--- src/pdm_pkg.sv ---
// Constants, register map and mode encodings for the power-down mode controller.
// Assumes a single 125 MHz clock domain and a 32-bit AXI4-Lite register port.
package pdm_pkg;

	// Register byte offsets
	localparam logic [7:0] ADDR_CTRL_ONE = 8'h00;
	localparam logic [7:0] ADDR_CTRL_TWO = 8'h04;
	localparam logic [7:0] ADDR_TIMER_A = 8'h08;
	localparam logic [7:0] ADDR_STATUS = 8'h0c;

	// power_control_one fields
	localparam int BIT_STANDBY_SELECT = 7;
	localparam int BIT_SETTLE_HI = 6;
	localparam int BIT_SETTLE_LO = 4;
	localparam int BIT_LOW_SPEED_ON = 3;
	localparam int BIT_MED_SEL_HI = 1;
	localparam int BIT_MED_SEL_LO = 0;
	localparam logic [7:0] CTRL_ONE_RESET = 8'h07;
	localparam logic [7:0] CTRL_ONE_FIXED = 8'h04;

	// power_control_two fields
	localparam int BIT_NOISE_SEL = 4;
	localparam int BIT_DIRECT_ON = 3;
	localparam int BIT_MEDIUM_ON = 2;
	localparam int BIT_SUB_SEL_HI = 1;
	localparam int BIT_SUB_SEL_LO = 0;
	localparam logic [7:0] CTRL_TWO_RESET = 8'he0;
	localparam logic [7:0] CTRL_TWO_FIXED = 8'he0;

	// timer_a_mode_register: only the watch timer select bit lives here
	localparam int BIT_WATCH_TIMER = 3;

	// Status fields
	localparam int BIT_STAT_SETTLING = 4;

	// Settle counter width covers the longest wait
	typedef logic [17:0] pdm_settle_t;

	// Clock divide ratios
	localparam logic [7:0] DIV_NONE = 8'h00;
	localparam logic [7:0] DIV_1 = 8'h01;
	localparam logic [7:0] DIV_2 = 8'h02;
	localparam logic [7:0] DIV_4 = 8'h04;
	localparam logic [7:0] DIV_8 = 8'h08;
	localparam logic [7:0] DIV_16 = 8'h10;
	localparam logic [7:0] DIV_32 = 8'h20;
	localparam logic [7:0] DIV_64 = 8'h40;
	localparam logic [7:0] DIV_128 = 8'h80;

	// Clock source codes
	localparam logic [1:0] SRC_STOPPED = 2'h0;
	localparam logic [1:0] SRC_OSC = 2'h1;
	localparam logic [1:0] SRC_WATCH = 2'h2;

	// AXI responses
	localparam logic [1:0] RESP_OKAY = 2'h0;
	localparam logic [1:0] RESP_SLVERR = 2'h2;

	typedef enum logic [3:0] {
		PDM_ACT_HIGH = 4'h0,
		PDM_ACT_MED = 4'h1,
		PDM_SUBACT = 4'h2,
		PDM_SLEEP_HIGH = 4'h3,
		PDM_SLEEP_MED = 4'h4,
		PDM_STANDBY = 4'h5,
		PDM_WATCH = 4'h6,
		PDM_SUBSLEEP = 4'h7,
		PDM_SETTLE = 4'h8
	} pdm_mode_e;

endpackage

--- src/pdm_power_down_mode_controller.sv ---
// Power-down mode controller: mode state machine, settle timer, clock selection,
// AXI4-Lite control registers.
// Assumes interrupt requests and enables come from logic on the same clock; the
// reset pin is asynchronous and is filtered here.
module pdm_power_down_mode_controller #(
	parameter int unsigned SETTLE_STATES_0 = 8192,
	parameter int unsigned SETTLE_STATES_1 = 16384,
	parameter int unsigned SETTLE_STATES_2 = 32768,
	parameter int unsigned SETTLE_STATES_3 = 65536,
	parameter int unsigned SETTLE_STATES_4 = 131072
) (
	input wire logic clock,
	input wire logic reset,
	input wire logic resetPinN,
	input wire logic sleepExec,
	input wire logic interruptMask,
	input wire logic [3:0] extIrq,
	input wire logic [3:0] extIrqEn,
	input wire logic [7:0] keyIrq,
	input wire logic [7:0] keyIrqEn,
	input wire logic timerAIrq,
	input wire logic timerAIrqEn,
	input wire logic otherIrq,
	input wire logic directIrqEn,
	output logic cpuReset,
	output logic cpuHalt,
	output logic exceptionStart,
	output logic directTransferIrq,
	output logic [1:0] clockSource,
	output logic [7:0] clockDivide,
	output logic oscEnable,
	output logic periphClockEnable,
	output logic pwmClockEnable,
	output logic timerAClockEnable,
	output logic timerCClockEnable,
	output logic portsHiZ,
	output logic portsHold,
	output logic [3:0] modeState,
	input wire logic [31:0] s_axi_awaddr,
	input wire logic s_axi_awvalid,
	output logic s_axi_awready,
	input wire logic [31:0] s_axi_wdata,
	input wire logic [3:0] s_axi_wstrb,
	input wire logic s_axi_wvalid,
	output logic s_axi_wready,
	output logic [1:0] s_axi_bresp,
	output logic s_axi_bvalid,
	input wire logic s_axi_bready,
	input wire logic [31:0] s_axi_araddr,
	input wire logic s_axi_arvalid,
	output logic s_axi_arready,
	output logic [31:0] s_axi_rdata,
	output logic [1:0] s_axi_rresp,
	output logic s_axi_rvalid,
	input wire logic s_axi_rready
);

	// Settle length for a select code; top bit set always picks the longest
	function automatic pdm_pkg::pdm_settle_t settleLength(input logic [2:0] sel);
		if (sel[2]) settleLength = pdm_pkg::pdm_settle_t'(SETTLE_STATES_4);
		else case (sel[1:0])
			2'h0: settleLength = pdm_pkg::pdm_settle_t'(SETTLE_STATES_0);
			2'h1: settleLength = pdm_pkg::pdm_settle_t'(SETTLE_STATES_1);
			2'h2: settleLength = pdm_pkg::pdm_settle_t'(SETTLE_STATES_2);
			default: settleLength = pdm_pkg::pdm_settle_t'(SETTLE_STATES_3);
		endcase
	endfunction

	// Plain SLEEP entries; an unlisted combination leaves the mode alone
	function automatic pdm_pkg::pdm_mode_e plainEntry(input pdm_pkg::pdm_mode_e cur,
			input logic standby_select, input logic low_speed_on, input logic medium_speed_on, input logic watch_timer_select);
		plainEntry = cur;
		if (standby_select && watch_timer_select) plainEntry = pdm_pkg::PDM_WATCH;
		else if (cur == pdm_pkg::PDM_SUBACT) begin
			if (!standby_select && low_speed_on && watch_timer_select) plainEntry = pdm_pkg::PDM_SUBSLEEP;
		end else if (!standby_select && !low_speed_on) begin
			plainEntry = medium_speed_on ? pdm_pkg::PDM_SLEEP_MED : pdm_pkg::PDM_SLEEP_HIGH;
		end else if (standby_select && !low_speed_on && !watch_timer_select) begin
			plainEntry = pdm_pkg::PDM_STANDBY;
		end
	endfunction

	// Direct transfer target among running modes; returns cur when none matches
	function automatic pdm_pkg::pdm_mode_e directEntry(input pdm_pkg::pdm_mode_e cur,
			input logic standby_select, input logic low_speed_on, input logic medium_speed_on, input logic watch_timer_select);
		directEntry = cur;
		if (cur == pdm_pkg::PDM_SUBACT) begin
			if (standby_select && watch_timer_select && !low_speed_on)
				directEntry = medium_speed_on ? pdm_pkg::PDM_ACT_MED : pdm_pkg::PDM_ACT_HIGH;
		end else if (standby_select && watch_timer_select && low_speed_on) begin
			directEntry = pdm_pkg::PDM_SUBACT;
		end else if (!standby_select && !low_speed_on) begin
			directEntry = medium_speed_on ? pdm_pkg::PDM_ACT_MED : pdm_pkg::PDM_ACT_HIGH;
		end
	endfunction

	// Control registers
	logic [7:0] ctrlOne;
	logic [7:0] ctrlTwo;
	logic watchTimerSelect;
	wire standbySelect = ctrlOne[pdm_pkg::BIT_STANDBY_SELECT];
	wire lowSpeedOn = ctrlOne[pdm_pkg::BIT_LOW_SPEED_ON];
	wire [2:0] settleSel = ctrlOne[pdm_pkg::BIT_SETTLE_HI:pdm_pkg::BIT_SETTLE_LO];
	wire [1:0] medSel = ctrlOne[pdm_pkg::BIT_MED_SEL_HI:pdm_pkg::BIT_MED_SEL_LO];
	wire directOn = ctrlTwo[pdm_pkg::BIT_DIRECT_ON];
	wire mediumOn = ctrlTwo[pdm_pkg::BIT_MEDIUM_ON];
	wire [1:0] subSel = ctrlTwo[pdm_pkg::BIT_SUB_SEL_HI:pdm_pkg::BIT_SUB_SEL_LO];

	// Reset pin filter: a change counts once the last two stages agree
	logic pinSync1;
	logic pinSync2;
	logic pinSync3;
	logic pinLevel;
	always_ff @(posedge clock) begin
		if (reset) begin
			pinSync1 <= 1'b1;
			pinSync2 <= 1'b1;
			pinSync3 <= 1'b1;
			pinLevel <= 1'b1;
		end else begin
			pinSync1 <= resetPinN;
			pinSync2 <= pinSync1;
			pinSync3 <= pinSync2;
			if (pinSync2 == pinSync3) pinLevel <= pinSync3;
		end
	end
	wire pinLow = !pinLevel;

	// Wake sources, each gated by the interrupt mask and, except otherIrq, by its enable
	wire unmasked = !interruptMask;
	wire [3:0] extOn = extIrq & extIrqEn;
	wire keyOn = |(keyIrq & keyIrqEn);
	wire timerAOn = timerAIrq && timerAIrqEn;
	wire sleepWake = unmasked && (|extOn || keyOn || timerAOn || otherIrq);
	wire standbyWake = unmasked && (extOn[1] || extOn[0]);
	wire watchWake = unmasked && (timerAOn || extOn[0]);
	wire subsleepWake = unmasked && (timerAOn || |extOn || keyOn);
	wire directAllowed = directOn && unmasked && directIrqEn;

	pdm_pkg::pdm_mode_e mode;
	pdm_pkg::pdm_mode_e next_mode;
	pdm_pkg::pdm_mode_e settleTarget;
	pdm_pkg::pdm_mode_e next_settleTarget;
	pdm_pkg::pdm_settle_t settleCount;
	logic settleDirect;
	logic next_settleDirect;
	logic loadSettle;
	logic next_exception;
	logic next_directIrq;
	wire pdm_pkg::pdm_mode_e plainMode = plainEntry(mode, standbySelect, lowSpeedOn,
		mediumOn, watchTimerSelect);
	wire pdm_pkg::pdm_mode_e directMode = directEntry(mode, standbySelect, lowSpeedOn,
		mediumOn, watchTimerSelect);
	wire settleDone = (mode == pdm_pkg::PDM_SETTLE) && (settleCount == '0);
	wire pdm_pkg::pdm_mode_e speedMode = mediumOn ? pdm_pkg::PDM_ACT_MED :
		pdm_pkg::PDM_ACT_HIGH;

	// Mode transitions; wakes not listed for the current mode fall through
	always_comb begin
		next_mode = mode;
		next_settleTarget = settleTarget;
		next_settleDirect = settleDirect;
		loadSettle = 1'b0;
		next_exception = 1'b0;
		next_directIrq = 1'b0;
		if (pinLow) begin
			next_mode = pdm_pkg::PDM_ACT_HIGH;
		end else case (mode)
			pdm_pkg::PDM_ACT_HIGH, pdm_pkg::PDM_ACT_MED, pdm_pkg::PDM_SUBACT: begin
				if (sleepExec && directAllowed && directMode != mode) begin
					if (mode == pdm_pkg::PDM_SUBACT) begin
						next_mode = pdm_pkg::PDM_SETTLE;
						next_settleTarget = directMode;
						next_settleDirect = 1'b1;
						loadSettle = 1'b1;
					end else begin
						next_mode = directMode;
						next_directIrq = 1'b1;
					end
				end else if (sleepExec) begin
					next_mode = plainMode;
				end
			end
			pdm_pkg::PDM_SLEEP_HIGH, pdm_pkg::PDM_SLEEP_MED: begin
				if (sleepWake) begin
					next_mode = (mode == pdm_pkg::PDM_SLEEP_MED) ? pdm_pkg::PDM_ACT_MED :
						pdm_pkg::PDM_ACT_HIGH;
					next_exception = 1'b1;
				end
			end
			pdm_pkg::PDM_STANDBY: begin
				if (standbyWake) begin
					next_mode = pdm_pkg::PDM_SETTLE;
					next_settleTarget = speedMode;
					next_settleDirect = 1'b0;
					loadSettle = 1'b1;
				end
			end
			pdm_pkg::PDM_WATCH: begin
				if (watchWake && lowSpeedOn) begin
					next_mode = pdm_pkg::PDM_SUBACT;
					next_exception = 1'b1;
				end else if (watchWake) begin
					next_mode = pdm_pkg::PDM_SETTLE;
					next_settleTarget = speedMode;
					next_settleDirect = 1'b0;
					loadSettle = 1'b1;
				end
			end
			pdm_pkg::PDM_SUBSLEEP: begin
				if (subsleepWake) begin
					next_mode = pdm_pkg::PDM_SUBACT;
					next_exception = 1'b1;
				end
			end
			pdm_pkg::PDM_SETTLE: begin
				if (settleDone) begin
					next_mode = settleTarget;
					next_exception = !settleDirect;
					next_directIrq = settleDirect;
				end
			end
			default: next_mode = pdm_pkg::PDM_ACT_HIGH;
		endcase
	end

	// Mode register and pulses; reset lands in active high-speed
	always_ff @(posedge clock) begin
		if (reset) begin
			mode <= pdm_pkg::PDM_ACT_HIGH;
			settleTarget <= pdm_pkg::PDM_ACT_HIGH;
			settleDirect <= 1'b0;
			exceptionStart <= 1'b0;
			directTransferIrq <= 1'b0;
		end else begin
			mode <= next_mode;
			settleTarget <= next_settleTarget;
			settleDirect <= next_settleDirect;
			exceptionStart <= next_exception;
			directTransferIrq <= next_directIrq;
		end
	end

	// Settle counter in clock states, loaded on a standby wake, on a watch wake with low speed off, and on a direct move out of subactive
	always_ff @(posedge clock) begin
		if (reset) settleCount <= '0;
		else if (loadSettle) settleCount <= settleLength(settleSel) - 1'b1;
		else if (mode == pdm_pkg::PDM_SETTLE && settleCount != '0)
			settleCount <= settleCount - 1'b1;
	end

	// Medium and subactive divide choices
	wire [7:0] medDivide = (medSel == 2'h0) ? pdm_pkg::DIV_16 :
		(medSel == 2'h1) ? pdm_pkg::DIV_32 :
		(medSel == 2'h2) ? pdm_pkg::DIV_64 : pdm_pkg::DIV_128;
	wire [7:0] subDivide = subSel[1] ? pdm_pkg::DIV_2 :
		subSel[0] ? pdm_pkg::DIV_4 : pdm_pkg::DIV_8;

	// Clock and port controls decoded from the next mode so they align with modeState
	logic [1:0] next_source;
	logic [7:0] next_divide;
	logic next_halt;
	logic next_periph;
	logic next_pwm;
	logic next_timerA;
	logic next_timerC;
	logic next_osc;
	logic next_hiZ;
	logic next_hold;
	always_comb begin
		next_source = pdm_pkg::SRC_OSC;
		next_divide = pdm_pkg::DIV_1;
		next_halt = 1'b0;
		next_periph = 1'b1;
		next_pwm = 1'b1;
		next_timerA = 1'b1;
		next_timerC = 1'b1;
		next_osc = 1'b1;
		next_hiZ = 1'b0;
		next_hold = 1'b0;
		case (next_mode)
			pdm_pkg::PDM_ACT_HIGH: next_divide = pdm_pkg::DIV_1;
			pdm_pkg::PDM_ACT_MED: next_divide = medDivide;
			pdm_pkg::PDM_SUBACT: begin
				next_source = pdm_pkg::SRC_WATCH;
				next_divide = subDivide;
			end
			pdm_pkg::PDM_SLEEP_HIGH, pdm_pkg::PDM_SLEEP_MED: begin
				next_halt = 1'b1;
				next_pwm = 1'b0;
				if (next_mode == pdm_pkg::PDM_SLEEP_MED) next_divide = medDivide;
			end
			pdm_pkg::PDM_STANDBY: begin
				next_source = pdm_pkg::SRC_STOPPED;
				next_divide = pdm_pkg::DIV_NONE;
				next_halt = 1'b1;
				next_periph = 1'b0;
				next_pwm = 1'b0;
				next_timerA = 1'b0;
				next_timerC = 1'b0;
				next_osc = 1'b0;
				next_hiZ = 1'b1;
			end
			pdm_pkg::PDM_WATCH, pdm_pkg::PDM_SUBSLEEP, pdm_pkg::PDM_SETTLE: begin
				next_source = pdm_pkg::SRC_STOPPED;
				next_divide = pdm_pkg::DIV_NONE;
				next_halt = 1'b1;
				next_periph = 1'b0;
				next_pwm = 1'b0;
				next_timerC = (next_mode == pdm_pkg::PDM_SUBSLEEP);
				next_osc = (next_mode == pdm_pkg::PDM_SETTLE);
				next_hold = 1'b1;
			end
			default: next_halt = 1'b0;
		endcase
		if (pinLow) next_osc = 1'b1;
	end

	always_ff @(posedge clock) begin
		if (reset) begin
			clockSource <= pdm_pkg::SRC_OSC;
			clockDivide <= pdm_pkg::DIV_1;
			{cpuHalt, portsHiZ, portsHold, cpuReset} <= 4'h0;
			{periphClockEnable, pwmClockEnable, oscEnable} <= 3'h7;
			{timerAClockEnable, timerCClockEnable} <= 2'h3;
			modeState <= pdm_pkg::PDM_ACT_HIGH;
		end else begin
			clockSource <= next_source;
			clockDivide <= next_divide;
			{cpuHalt, portsHiZ, portsHold, cpuReset} <= {next_halt, next_hiZ, next_hold, pinLow};
			{periphClockEnable, pwmClockEnable, oscEnable} <= {next_periph, next_pwm, next_osc};
			{timerAClockEnable, timerCClockEnable} <= {next_timerA, next_timerC};
			modeState <= next_mode;
		end
	end

	// AXI4-Lite write side: address and data taken in either order
	logic awHeld;
	logic wHeld;
	logic [7:0] wAddr;
	logic [7:0] wByte;
	logic wLane;
	wire awTake = s_axi_awvalid && s_axi_awready;
	wire wTake = s_axi_wvalid && s_axi_wready;
	wire doWrite = awHeld && wHeld && !s_axi_bvalid;
	wire writeHit = (wAddr == pdm_pkg::ADDR_CTRL_ONE) || (wAddr == pdm_pkg::ADDR_CTRL_TWO) ||
		(wAddr == pdm_pkg::ADDR_TIMER_A) || (wAddr == pdm_pkg::ADDR_STATUS);
	wire inSubact = (mode == pdm_pkg::PDM_SUBACT);
	always_ff @(posedge clock) begin
		if (reset) begin
			{awHeld, wHeld, s_axi_bvalid} <= 3'h0;
			{s_axi_awready, s_axi_wready} <= 2'h3;
			{wAddr, wByte, wLane} <= '0;
			s_axi_bresp <= pdm_pkg::RESP_OKAY;
		end else begin
			if (awTake) {awHeld, s_axi_awready, wAddr} <= {2'h2, s_axi_awaddr[7:0]};
			if (wTake) {wHeld, s_axi_wready, wByte, wLane} <= {2'h2, s_axi_wdata[7:0], s_axi_wstrb[0]};
			if (doWrite) begin
				s_axi_bvalid <= 1'b1;
				s_axi_bresp <= writeHit ? pdm_pkg::RESP_OKAY : pdm_pkg::RESP_SLVERR;
			end
			if (s_axi_bvalid && s_axi_bready)
				{s_axi_bvalid, awHeld, wHeld, s_axi_awready, s_axi_wready} <= 5'h03;
		end
	end

	// Register stores; fixed bits read as one, sub select frozen in subactive
	wire wrOne = doWrite && wLane && (wAddr == pdm_pkg::ADDR_CTRL_ONE);
	wire wrTwo = doWrite && wLane && (wAddr == pdm_pkg::ADDR_CTRL_TWO);
	wire wrTma = doWrite && wLane && (wAddr == pdm_pkg::ADDR_TIMER_A);
	wire [7:0] twoKeep = inSubact ? (pdm_pkg::CTRL_TWO_FIXED | 8'h03) : pdm_pkg::CTRL_TWO_FIXED;
	always_ff @(posedge clock) begin
		if (reset) begin
			ctrlOne <= pdm_pkg::CTRL_ONE_RESET;
			ctrlTwo <= pdm_pkg::CTRL_TWO_RESET;
			watchTimerSelect <= 1'b0;
		end else begin
			if (wrOne) ctrlOne <= wByte | pdm_pkg::CTRL_ONE_FIXED;
			if (wrTwo) ctrlTwo <= (wByte & ~twoKeep) | (ctrlTwo & twoKeep);
			if (wrTma) watchTimerSelect <= wByte[pdm_pkg::BIT_WATCH_TIMER];
		end
	end

	// AXI4-Lite read side, answer one cycle after the address is taken
	wire [7:0] rAddr = s_axi_araddr[7:0];
	wire [31:0] statusWord = {27'h0, (mode == pdm_pkg::PDM_SETTLE), mode};
	wire [31:0] readWord = (rAddr == pdm_pkg::ADDR_CTRL_ONE) ? {24'h0, ctrlOne} :
		(rAddr == pdm_pkg::ADDR_CTRL_TWO) ? {24'h0, ctrlTwo} :
		(rAddr == pdm_pkg::ADDR_TIMER_A) ? {28'h0, watchTimerSelect, 3'h0} :
		(rAddr == pdm_pkg::ADDR_STATUS) ? statusWord : 32'h0;
	wire readHit = (rAddr == pdm_pkg::ADDR_CTRL_ONE) || (rAddr == pdm_pkg::ADDR_CTRL_TWO) ||
		(rAddr == pdm_pkg::ADDR_TIMER_A) || (rAddr == pdm_pkg::ADDR_STATUS);
	always_ff @(posedge clock) begin
		if (reset) begin
			{s_axi_arready, s_axi_rvalid} <= 2'h2;
			s_axi_rdata <= 32'h0;
			s_axi_rresp <= pdm_pkg::RESP_OKAY;
		end else if (s_axi_arvalid && s_axi_arready) begin
			{s_axi_arready, s_axi_rvalid} <= 2'h1;
			s_axi_rdata <= readWord;
			s_axi_rresp <= readHit ? pdm_pkg::RESP_OKAY : pdm_pkg::RESP_SLVERR;
		end else if (s_axi_rvalid && s_axi_rready) begin
			{s_axi_arready, s_axi_rvalid} <= 2'h2;
		end
	end

	wire isActive = (mode == pdm_pkg::PDM_ACT_HIGH) || (mode == pdm_pkg::PDM_ACT_MED);
endmodule

--- config.mk ---
export PLATFORM = sky130hd
export DESIGN_NAME = pdm_power_down_mode_controller
export DESIGN_NICKNAME = d
export VERILOG_FILES = /design/src/pdm_pkg.sv /design/src/pdm_power_down_mode_controller.sv
export SDC_FILE = /design/constraint.sdc
export NUM_CORES = 1
export LEC_CHECK = 0
export ABC_AREA = 1
export ABC_CLOCK_PERIOD_IN_PS = 3300
export BUFFER_PORTS_ARGS = -buffer_cell sky130_fd_sc_hd__buf_2
export CAP_MARGIN = 40
export CORE_AREA = 2 2 133 135
export CTS_CLUSTER_SIZE = 10
export DETAILED_ROUTE_END_ITERATION = 7
export DIE_AREA = 0 0 135 137
export PLACE_DENSITY = 0.54
export SLEW_MARGIN = 20
export SYNTH_ARGS = -nofsm -noshare
export SYNTH_HDL_FRONTEND = slang
export SYNTH_SLANG_ARGS = --single-unit
--- constraint.sdc ---
create_clock -name clock -period 3.3 [get_ports clock]
set_input_delay 0.33 -clock clock [delete_from_list [all_inputs] [get_ports clock]]
set_output_delay 0.33 -clock clock [all_outputs]
set_load 0.005 [all_outputs]
==> impl_results.md <==
* Status: completed
* # rows at 48
* Dominant cell type by area after synthesis: dfxtp_1
* Postcts setup bufs at 0
* DRT Pass-1 Iters at 4
* Final setup viols at 0
* Critical path arrival at 2.94 ns
* Clock buffer depth at 2
* H-tree levels at 3
* Initial antenna violation count at 0
* Final worst-path cycle share at a little over 80%
* Vias/cell at about 4.5
* Most common cell after layout, fill and taps aside: nand2_1
* Layout fillers at 1861
* Fin nets at 954
* Largest net degree at the start of global routing at 43
* Slew margin rel. at 60.4%
* Synthesis warning total at 0
* Max IR drop VDD at 277 uV
* Worst skew pair latency at between 0.3 and 0.4 ns
* RSZ-0062 raised after global routing: no
* FMAX at between 300 and 400 MHz
* Synth top area cells: dfxtp_1 (39%), nand2_1 (11%), nor2_1 (5.8%)
* Synth Flop Type: dfxtp_1
* Wire per inst at 12.7 um
* Leak Pwr at 2.84 nW
* Die X at about 140 um
* Utilization after layout at 35.3%
* PwrDens at 495 mW/mm^2
* # IOs at slightly above 200
* Worst Path Required at 3.52 ns
* Die ar. at 0.0185 mm^2
* Max Slew Vio Count at 0
* Cell area after layout at ~0.0060 mm^2
* TNS Setup at 0 ns
* Crit-path max FO at 17
* Ys async rst share at 0%
* Most frequent cells in the layout: nand2_1 (150), buf_2 (103), dfxtp_1 (99)
* CTS tree: built
* Clk sinks at 99
* Worst setup path category: register to register
* Worst-margin pin slew at 0.589 ns
* Synth unique cells at 52
* Final hold vios at 0
* Setup crit end kind: register
* Sequential area share after synthesis at between 30% and 40%
* Hold WC Path Type: input port to register
* Routed WL at 13200 um
* # port buffers at 102
* Layout area overhead at 19.5%
* Design Power at 2.98 mW
* Register bit total from synthesis at between 90 and 100
* Post-CTS Resized at 0
* Maxcap violations at 0
* Post-DP HPWL at 10200 um
* Top-area cell type share of the netlist area at 39.3%
* Diode count at 0
* Share of layout cells above drive strength 1 at 23.2%
* Vert. Die Dim at roughly 140 um
* Core area at 0.0171 mm^2
* Startpoint Class: register
* Initial Util at 29.5%
* GRT Util Overall at roughly 15%
* Initial DRC Count at 260
* CTS buffer count at 9
* GP Congestion at 0.873
* Placed Area at 0.00570 mm^2
* Syn_area_per_cell at 7.09 um^2
* First-pass GRT wire length at 21300 um
* WHS at 0.165 ns
* Worst-path clk slew at about 0.07 ns
* CTS root buffer: clkbuf_16
* Hold Buf Count CTS at 0
* Mapped Cells at 711
* Crit path time final at 2.72 ns
* Syn Std Cell Area at about 0.0050 mm^2
* Post-synth EDFFs at 0
* Detailed-route DRC error count at 0
* Clock skew at 0.0135 ns
* Via count at around 4700
* Vias in the first global route at between 4000 and 5000
* Routed Antenna Nets at 0
* Global route total overflow at 0
[cells by family after synthesis]
family | Yosys count | synth area share, %
compound gates | 132 | 15.0
xor+xnor | 6 | 1.04
fa+ha+maj | 1 | 0.248
buf+inv | 125 | 12.4
flops | 99 | 39.3
other cells | 1 | 0.0744
simple gates | 347 | 31.8
[Yosys cell counts, drive strengths merged (2+ instances only)]
cell    instances
buf            37
o211ai          3
clkbuf         11
o21ai          53
nand3          43
nor4            7
nor3           20
xor2            2
and3            2
a31oi           4
o311ai          2
a21oi          54
inv            76
nor2           92
a211oi          6
nand4           7
nand2         167
o31ai           4
or2             8
dfxtp          99
xnor2           4
[cell type report]
| type | count | area, um^2 | area share, % |
|---|---|---|---|
| well taps | 225 | 282 | 4.68 |
| inverters | 77 | 294 | 4.88 |
| clock buffers | 10 | 239 | 3.97 |
| multi-input cells | 512 | 2520 | 41.9 |
| flip-flops and latches | 99 | 1980 | 32.9 |
| clock inverters | 6 | 78.8 | 1.31 |
| repair buffers | 116 | 621 | 10.3 |
[final timing paths]
path | startpoint | endpoint | slack [ns] | cells after the start
worst max register to register | modeState[2]$_SDFF_PP0_ | settleCount[10]$_SDFFE_PP0P_ | 0.58 | 14
worst max-delay path | modeState[2]$_SDFF_PP0_ | settleCount[10]$_SDFFE_PP0P_ | 0.58 | 14
worst min-delay path | resetPinN | pinSync1$_SDFF_PP1_ | 0.17 | 2
worst min register to register | pinSync1$_SDFF_PP1_ | pinSync2$_SDFF_PP1_ | 0.42 | 1
[worst max-delay path, stage by stage (launching register included)]
cell and delay [ns]:
dfxtp_1 0.50, inv_2 0.12, nor2_2 0.12, inv_2 0.08
nor4_1 0.39, nor2_1 0.10, nand2_2 0.13, nand2_4 0.15
nand2_1 0.14, ha_1 0.23, nand3_1 0.15, nor2_1 0.16
nand2_1 0.09, xnor2_1 0.16, nor2_1 0.05
[per-stage QoR]
| stage | instances | setup slack (ns) |
|---|---|---|
| 2_1_floorplan | 736 | 0.822 |
| 3_3_place_gp | 1027 | 0.589 |
| 3_5_place_dp | 1028 | 0.572 |
| 4_1_cts | 1044 | 0.545 |
| 5_1_grt | 1045 | 0.250 |
| 6_report | 1045 | 0.584 |
[report_power, final]
| group | switching (mW) | internal (mW) |
|---|---|---|
| Sequential | 0.0429 | 1.26 |
| Combinational | 0.344 | 0.199 |
| Clock | 0.500 | 0.626 |
| Total | 0.887 | 2.09 |
[state kept, by name, summed over array words and instances (netlist names), 2 cells and up, named ones only]
name          flops
clockDivide       8
settleCount      18
ctrlTwo           3
wAddr             8
ctrlOne           7
clockSource       2
settleTarget      4
modeState         4
s_axi_rdata       8
wByte             8
[metal layers]
| layer | global-route usage (%) | share of wire (%) | routed length [um] |
|---|---|---|---|
| met2 | 24.4 | 48 | 6300 |
| met3 | 4.56 | 5.7 | 759 |
| met5 | 0 | 0 | 0 |
| met4 | 3.07 | 0.40 | 53 |
| met1 | 18.7 | 46 | 6120 |
(Power assumes the default switching activity.)
